[src/pkg/sdio_pkg.sv]
// Package for the script-driven general purpose line port.
// Assumes one clock domain; shared by the port logic and its bench.
`default_nettype none
package sdio_pkg;
  localparam int LINE_W = 8;
  localparam int PORT_N = 2;
  localparam int IDX_W = 4;
  localparam logic [7:0] DIR_RESET = 8'h00;
  localparam logic [7:0] OUT_RESET = 8'h00;
  localparam logic [7:0] BYTE_ZERO = 8'h00;

  typedef enum logic [2:0] {
    SDIO_CFG_LINE,
    SDIO_CFG_PORT,
    SDIO_RD_LINE,
    SDIO_RD_PORT,
    SDIO_WR_LINE,
    SDIO_WR_PORT
  } sdio_op_e;

  typedef enum {SDIO_IDLE, SDIO_EXEC} sdio_state_e;

  // One script command as it arrives from the sequencer
  typedef struct packed {
    sdio_op_e op;
    logic [0:0] port;
    logic [2:0] line;
    logic [7:0] value;
  } sdio_cmd_s;
endpackage
`default_nettype wire

[src/logic/sdio_port.sv]
// Script-command general purpose line port with per-command result store.
// Assumes the sequencer holds cmdValid until cmdReady and pins are synchronous.
// Contract
// - Port read samples all eight lines together and returns one byte.
// - Single-line write changes only the selected line of the selected port.
// - Single-line write of 1 drives the selected line high.
// - Single-line write of 0 drives the selected line low.
// - Port write takes one eight-bit value covering every line.
// - Port write updates only output lines; input lines keep their role.
// - In a two-port build each command acts on the port chosen by its port number; a single-port build uses port 0.
// - Each read result is stored under its script position index.
// - Direction byte bit 1 makes a line output, 0 makes it input.
// - Single-line read returns 0 for low and 1 for high.
`default_nettype none
module sdio_port
  import sdio_pkg::*;
#(
  parameter int PORTS = PORT_N,
  parameter int SCRIPT_DEPTH = 16
) (
  input wire logic mclk,
  input wire logic rst,
  input wire logic clkEn,
  input wire logic cmdValid,
  input wire sdio_cmd_s cmd,
  input wire logic [IDX_W-1:0] cmdIndex,
  output logic cmdReady,
  input wire logic [IDX_W-1:0] fetchIndex,
  output logic [7:0] fetchData,
  input wire logic [PORTS*LINE_W-1:0] lineIn,
  output logic [PORTS*LINE_W-1:0] lineOut,
  output logic [PORTS*LINE_W-1:0] lineOe
);
  // Elaboration checks: the port field is one bit wide and a port is one byte
  initial begin
    if (LINE_W != 8) $error("LINE_W must be 8");
    if (PORTS < 1 || PORTS > 2) $error("PORTS must be 1 or 2");
    if (SCRIPT_DEPTH != (1 << IDX_W)) $error("SCRIPT_DEPTH must match index width");
  end

  typedef struct packed {
    sdio_state_e st;
    logic ready;
    logic [PORTS-1:0][7:0] dir;
    logic [PORTS-1:0][7:0] out;
    logic [7:0] fetch;
  } sdio_state_s;

  sdio_state_s s_reg, s_next;
  logic [7:0] results [SCRIPT_DEPTH];
  logic resWe;
  logic [7:0] resData;
  sdio_cmd_s c_reg;
  logic [IDX_W-1:0] idx_reg;

  // Port select clipped so a single-port build never indexes past port 0
  function automatic int selPort(input logic [0:0] p);
    return (PORTS == 1) ? 0 : int'(p);
  endfunction

  // Next-state logic: one command per two cycles, accepted only in idle
  always_comb begin
    int p;
    logic [7:0] pins;
    p = selPort(c_reg.port);
    pins = lineIn[p*LINE_W +: LINE_W];
    s_next = s_reg;
    resWe = 1'b0;
    resData = BYTE_ZERO;
    s_next.fetch = results[fetchIndex];
    unique case (s_reg.st)
      // Ready falls only on a take, so an idle port keeps offering itself
      SDIO_IDLE: begin
        if (cmdValid && s_reg.ready) begin
          s_next.st = SDIO_EXEC;
          s_next.ready = 1'b0;
        end
      end
      // Execute the captured command, then offer again on the next cycle
      SDIO_EXEC: begin
        s_next.st = SDIO_IDLE;
        s_next.ready = 1'b1;
        unique case (c_reg.op)
          // Direction changes: one line or the whole byte
          SDIO_CFG_LINE: s_next.dir[p][c_reg.line] = c_reg.value[0];
          SDIO_CFG_PORT: s_next.dir[p] = c_reg.value;
          // Reads sample the pins in this cycle and store into the result slot
          SDIO_RD_PORT: begin
            resWe = 1'b1;
            resData = pins;
          end
          SDIO_RD_LINE: begin
            resWe = 1'b1;
            resData = {7'h00, pins[c_reg.line]};
          end
          SDIO_WR_LINE: s_next.out[p][c_reg.line] = c_reg.value[0];
          SDIO_WR_PORT: begin
            // Input lines keep their latch; undriven anyway.
            s_next.out[p] = (s_reg.out[p] & ~s_reg.dir[p]) | (c_reg.value & s_reg.dir[p]);
          end
          // The two spare op codes do nothing rather than corrupt state
          default: ;
        endcase
      end
    endcase
  end

  // State register and command capture
  always_ff @(posedge mclk or posedge rst) begin
    if (rst) begin
      s_reg <= '{st: SDIO_IDLE, ready: 1'b1, dir: {PORTS{DIR_RESET}},
                 out: {PORTS{OUT_RESET}}, fetch: BYTE_ZERO};
      c_reg <= '0;
      idx_reg <= '0;
    end else if (clkEn) begin
      s_reg <= s_next;
      if (s_reg.st == SDIO_IDLE && cmdValid && s_reg.ready) begin
        c_reg <= cmd;
        idx_reg <= cmdIndex;
      end
    end
  end

  // Result store has no reset: contents are only valid once written
  always_ff @(posedge mclk) begin
    if (clkEn && resWe) results[idx_reg] <= resData;
  end

  assign cmdReady = s_reg.ready;
  assign fetchData = s_reg.fetch;
  assign lineOut = s_reg.out;
  assign lineOe = s_reg.dir;
endmodule
`default_nettype wire

[config.mk]
export PLATFORM = sky130hd
export DESIGN_NAME = sdio_port
export DESIGN_NICKNAME = d
export VERILOG_FILES = /design/src/pkg/sdio_pkg.sv /design/src/logic/sdio_port.sv
export SDC_FILE = /design/constraint.sdc
export NUM_CORES = 1
export LEC_CHECK = 0
export BUFFER_PORTS_ARGS = -buffer_cell sky130_fd_sc_hd__buf_2
export CAP_MARGIN = 0
export CELL_PAD_IN_SITES_DETAIL_PLACEMENT = 1
export CELL_PAD_IN_SITES_GLOBAL_PLACEMENT = 2
export CORE_MARGIN = 2
export CORE_UTILIZATION = 39
export DETAILED_ROUTE_END_ITERATION = 10
export GPL_TIMING_DRIVEN = 0
export PLACE_DENSITY = 0.77
export SYNTH_ARGS = -nofsm -noshare
export SYNTH_HDL_FRONTEND = slang
export SYNTH_SLANG_ARGS = --single-unit
[constraint.sdc]
create_clock -name mclk -period 2.2 [get_ports mclk]
set_input_delay 0.11 -clock mclk [delete_from_list [all_inputs] [get_ports mclk]]
set_output_delay 0.11 -clock mclk [all_outputs]
set_load 0.02 [all_outputs]
## Word level (Yosys, flattened, before mapping)

Memory sizes are Yosys's and may differ from the RTL's. A register that Yosys moved wholly into a read port is not among the register bits.
Cells that the tools add are included.

| storage, ports and cells | value |
|---|---|
| register bits | 84 |
| memory bits (writable) | 128 |
| input port bits | 43 |
| output and inout bits | 41 |
| word-level logic and storage cells | 70 |
| memories | 1 |

Memory list:

| name | depth | width | rd ports | clocked after Yosys merged registers in | wr ports | line | source |
|---|---|---|---|---|---|---|---|
| results | 16 | 8 | 1 | 1 | 1 | sdio_port.sv:50 | `logic [7:0] results [SCRIPT_DEPTH];` |

| cells by class | value |
|---|---|
| order comparisons | 4 |
| equal/unequal tests | 7 |
| shift-type cells | 1 |
| muxes and demuxes | 26 |
| bitwise operators | 4 |
| reduce and logical (&&, ||, !) cells | 16 |

Operators with widths:

| kind | number |
|---|---|
| case mux 33 bit (2 select lines) | 1 |
| bitwise mux 16 bit | 4 |
| zero test 32 bit | 2 |
| case mux 16 bit (2 select lines) | 2 |
| two-way mux 8 bit | 7 |
| two-way mux 33 bit | 1 |
| equality test 32 x 1 -> 1 bit (second input constant) | 1 |
| AND 8 bit | 2 |
| demux 8 bit (select 1 bit) | 2 |
| case mux 8 bit (2 select lines) | 1 |
| variable part select 16 x 5 -> 8 bit | 1 |
| NOT 8 bit | 1 |
| bitwise OR 8 bit | 1 |
| equality test 3 x 2 -> 1 bit (second input constant) | 2 |
| equality test 3 bit (second input constant) | 2 |
| logical AND 1 bit | 6 |
| two-way mux 1 bit | 6 |
| AND reduction 3 bit | 2 |
| less-than comparator 3 x 4 -> 1 bit (second input constant) | 1 |
| AND reduction 2 bit | 2 |
| nonzero test 2 bit | 2 |
| binary-select mux 1 bit (select 3 bit) | 1 |
| demux 1 bit (select 3 bit) | 1 |
| equality test 3 x 1 -> 1 bit (second input constant) | 1 |
| other kinds (6) | 6 |

## Longest topological paths before layout

| logic depth | value |
|---|---|
| depth in word-level cells | 8 |
| gate-level depth with buffers | 7 |
| mapped depth without buffers | 4 |

## Worst setup path before layout

OpenSTA, ideal clock, no wires.

| timing path | value |
|---|---|
| path type | register to register |
| from | register c_reg[8] (netlist bit) |
| to | memory results[0][0] (data pin) |
| data arrival time | 2.032 ns |
| required time | 1.860 ns |
| setup slack | -0.173 ns |
| cell stages (with the launch flop) | 7 |
| path buffers | 2 |
| clock period less this slack | 2.373 ns |
| cells stage by stage | dfrtp_1 buf_2 or3b_1 clkbuf_2 o22ai_1 o41ai_1 a211oi_1 |

| between the ends | value |
|---|---|
| longest elaborated chain between the ends | 4 |

Ends and longest elaborated chain:

| what | line | source |
|---|---|---|
| start: declaration | sdio_port.sv:53 | `sdio_cmd_s c_reg;` |
| start signal: assignment | sdio_port.sv:118 | `c_reg <= cmd;` |
| binary-select mux 1 bit (select 3 bit) | sdio_port.sv:94 | `resData = {7'h00, pins[c_reg.line]};` |
| two-way mux 1 bit (not written as such) | sdio_port.sv:94 |  |
| case mux 8 bit (2 select lines) | sdio_port.sv:83 | `unique case (c_reg.op)` |
| two-way mux 8 bit | sdio_port.sv:71 | `unique case (s_reg.st)` |
| via resData[0] | sdio_port.sv:52 | `logic [7:0] resData;` |
| end: declaration | sdio_port.sv:50 |  |

The timed path passes the listed nets, and every way through them passes these cells. The select of a mux whose other input is x is not followed.

## Worst setup path after layout

| timing path | value |
|---|---|
| from | register c_reg[13] (netlist bit) |
| to | memory results[1][7] (data pin) |

| between the ends | value |
|---|---|
| longest elaborated chain between the ends | 3 |

Ends and longest elaborated chain:

| what | line |
|---|---|
| equality test 3 x 2 -> 1 bit | sdio_port.sv:83 |
| case mux 8 bit (2 select lines) (*) | sdio_port.sv:83 |
| two-way mux 8 bit (*) | sdio_port.sv:71 |
| via resData[7] | sdio_port.sv:52 |

The timed path passes the listed nets; every way through them passes the cells marked *.

==> run metrics <==
status finished, violations left; failing checks negative setup slack; Root Driver clkbuf_16; antenna cells 0; detailed-route wire length per cell 24.55 um; vias in the first global route 5,849; Worst-path clk slew 0.07 ns; Horiz. Die Dim 150.8 um; Yosys reg bits 189; CP Data Required Time 2.32 ns; syn avg cell area 15.98 um2; register area 5371 um2; final hold viol count 0; Tot GR Track Use 21.52%; clock period minus worst slack 2.270 ns; Slew @ Worst Pin 0.8555 ns; CTS tree yes; ANT nets after route 0; Synth cell types 50; die height 150.8 um; Core Area 21,090 um2; clk_lat worst skew 0.44 ns; Placed Cells 881; total CTS buffers 17; largest net degree at the start of global routing 62; register with the most flip-flops results; most common flop cell mapped by yosys edfxtp_1; Final Max Tran Viols 0; Synth Cell Area 8408 um2; Clock H-tree levels 4; I/O pin count 84; IO buf count 80; final period utilization 103.2%; area of the multi-input gates 2972 um2; clock sink total 189; Post-Route WL 23,080 um; worst hold-check path type in2reg; Yosys warnings 0; P_leak 3.784 nW; GRT overflow 0; max FFs per register 128; HPWL Detailed 15,340 um; share of flip-flops with an asynchronous set or reset 32.28%; Syn Inst Count 526; Worst IR Drop VDD 0.6004 mV; Post-Syn Nets 569; unrepaired setup endpoints after global routing true; initial DRC count 305; fin util 48.77%; Worst Path Arrival 2.39 ns; initial antenna violation count 0; non-filler cells, final 940; fin nets 695; Clock Tree Buf Depth 2; layout cells sized above 1 38.95%; sequential cell area fraction in the yosys report 63.88%; critical path type reg2reg; final setup margin -0.06987 ns; routability congestion estimate 0.8304; Final Skew 0.01407 ns; DR pass1 iterations 4; power per cell area 1022 nW/um2; DR DRC count 0; startpoint types register; Worst Path Max Fanout 16; first-pass GRT wire length 35,200 um; synth-to-layout area growth 22.31%; Rows 53; Slew headroom 42.96%; Post-synth EDFFs 128; Die ar. 22,750 um2; Fmax 0.4406 GHz; filler cell count 2,093; Finish-stage setup viols 36; DR vias 5,283; Critical Path Sink Type register; routed vias/inst 5.620; MaxCap Viol Count 0; Initial Utilization 39.87%
[worst max-delay path, cell delays in order (launching register included)]
cell and delay (ns):
dfrtp_1 0.38, buf_6 0.16, nand2_1 0.13, or3_1 0.33, clkbuf_1 0.29, nor2_2 0.68
[cells by family (layout without fill, tap and decap cells)]
| kind of cell | count (synthesis) | count (layout) | share of synthesized area [%] |
|---|---|---|---|
| AOI/OAI and AO/OA | 102 | 102 | 8.899 |
| buffers and inverters | 44 | 183 | 3.214 |
| DFF | 189 | 189 | 63.88 |
| muxes | 97 | 97 | 17.56 |
| and+or+nand+nor | 94 | 94 | 6.443 |
[routing by layer]
layer,wire length (um),global-route usage [%],part of all wire [%]
met4,415,7.243,1.8
met1,9451,26.99,41
met5,0,0,0
met3,1105,3.735,4.8
met2,12110,37.86,52
[cell usage after synthesis (all sizes together), types with 16 or more instances]
cell type / number / area [um2]
a211oi: 17 / 147.6
mux2: 42 / 476.7
a21oi: 16 / 87.59
mux2i: 23 / 230.2
dfrtp: 60 / 1501
o22ai: 19 / 118.9
nor2: 35 / 131.4
o221ai: 17 / 148.9
o21a: 16 / 120.1
mux4: 32 / 769.5
edfxtp: 128 / 3844
buf: 27 / 203.9
[path summary, 6_finish.rpt]
path                       depth (start not counted)            end  slack [ns]      start
max                                                5  results[1][7]       -0.07  c_reg[13]
min reg2reg                                        2       cmdReady        0.49   cmdReady
min in group asynchronous                          3     idx_reg[0]        0.41        rst
max in group asynchronous                          3   fetchData[4]        1.25        rst
min                                                3       cmdReady        0.12      clkEn
max reg2reg                                        5  results[1][7]       -0.07  c_reg[13]
[report_power, final]
| group | switching, W | internal, W | total [W] |
|---|---|---|---|
| Clock | 0.00150 | 0.00163 | 0.00313 |
| Sequential | 0.000345 | 0.00409 | 0.00443 |
| Combinational | 0.00176 | 0.00118 | 0.00294 |
[placed cells by master, fill, tap and decap left out, types with 10 or more instances in the layout]
master         instances
a211oi_1              12
a21oi_1               14
buf_2                 92
buf_4                 10
clkbuf_16             17
dfrtp_1               60
dlygate4sd3_1         21
edfxtp_1             128
mux2_2                40
mux2i_1               16
mux4_1                13
mux4_2                19
nand2_1               10
nor2_1                20
o21a_1                16
o221ai_1              17
o22ai_1               19
[what timing repair did]
action,CTS,global route
hold buffers,21,0
endpoints found under the setup margin,200,162
gates resized for setup,36,15
pin swaps,2,3
setup buffers,6,2
hold endpoints to repair,80,0
[through the flow]
step	setup WS [ns]	setup TNS, ns	instance area [um2]	hold WS [ns]	power, W
CTS	-0.05415	-1.890	10180	0.1006	0.01049
floorplan	0.1581	0	8413	0.2469	0.006198
global placement	-0.7869	-60.31	9158	0.3415	0.006993
finish	-0.06987	-1.352	10280	0.1222	0.01051
global route	-0.1783	-10.24	10280	0.1204	0.01097
detailed placement	-0.8953	-54.06	9160	0.3377	0.007092
[cell type report]
cell class	instances	share of cell area, %
plain buffers	38	2.640
clock buffers	17	4.137
clock inverters	15	1.691
inverters	4	0.1703
multi-input cells	293	28.90
flip-flops and latches	189	52.23
well taps	275	3.346
repair buffers	109	6.886
Note: power is estimated with default switching activity, not from simulation.
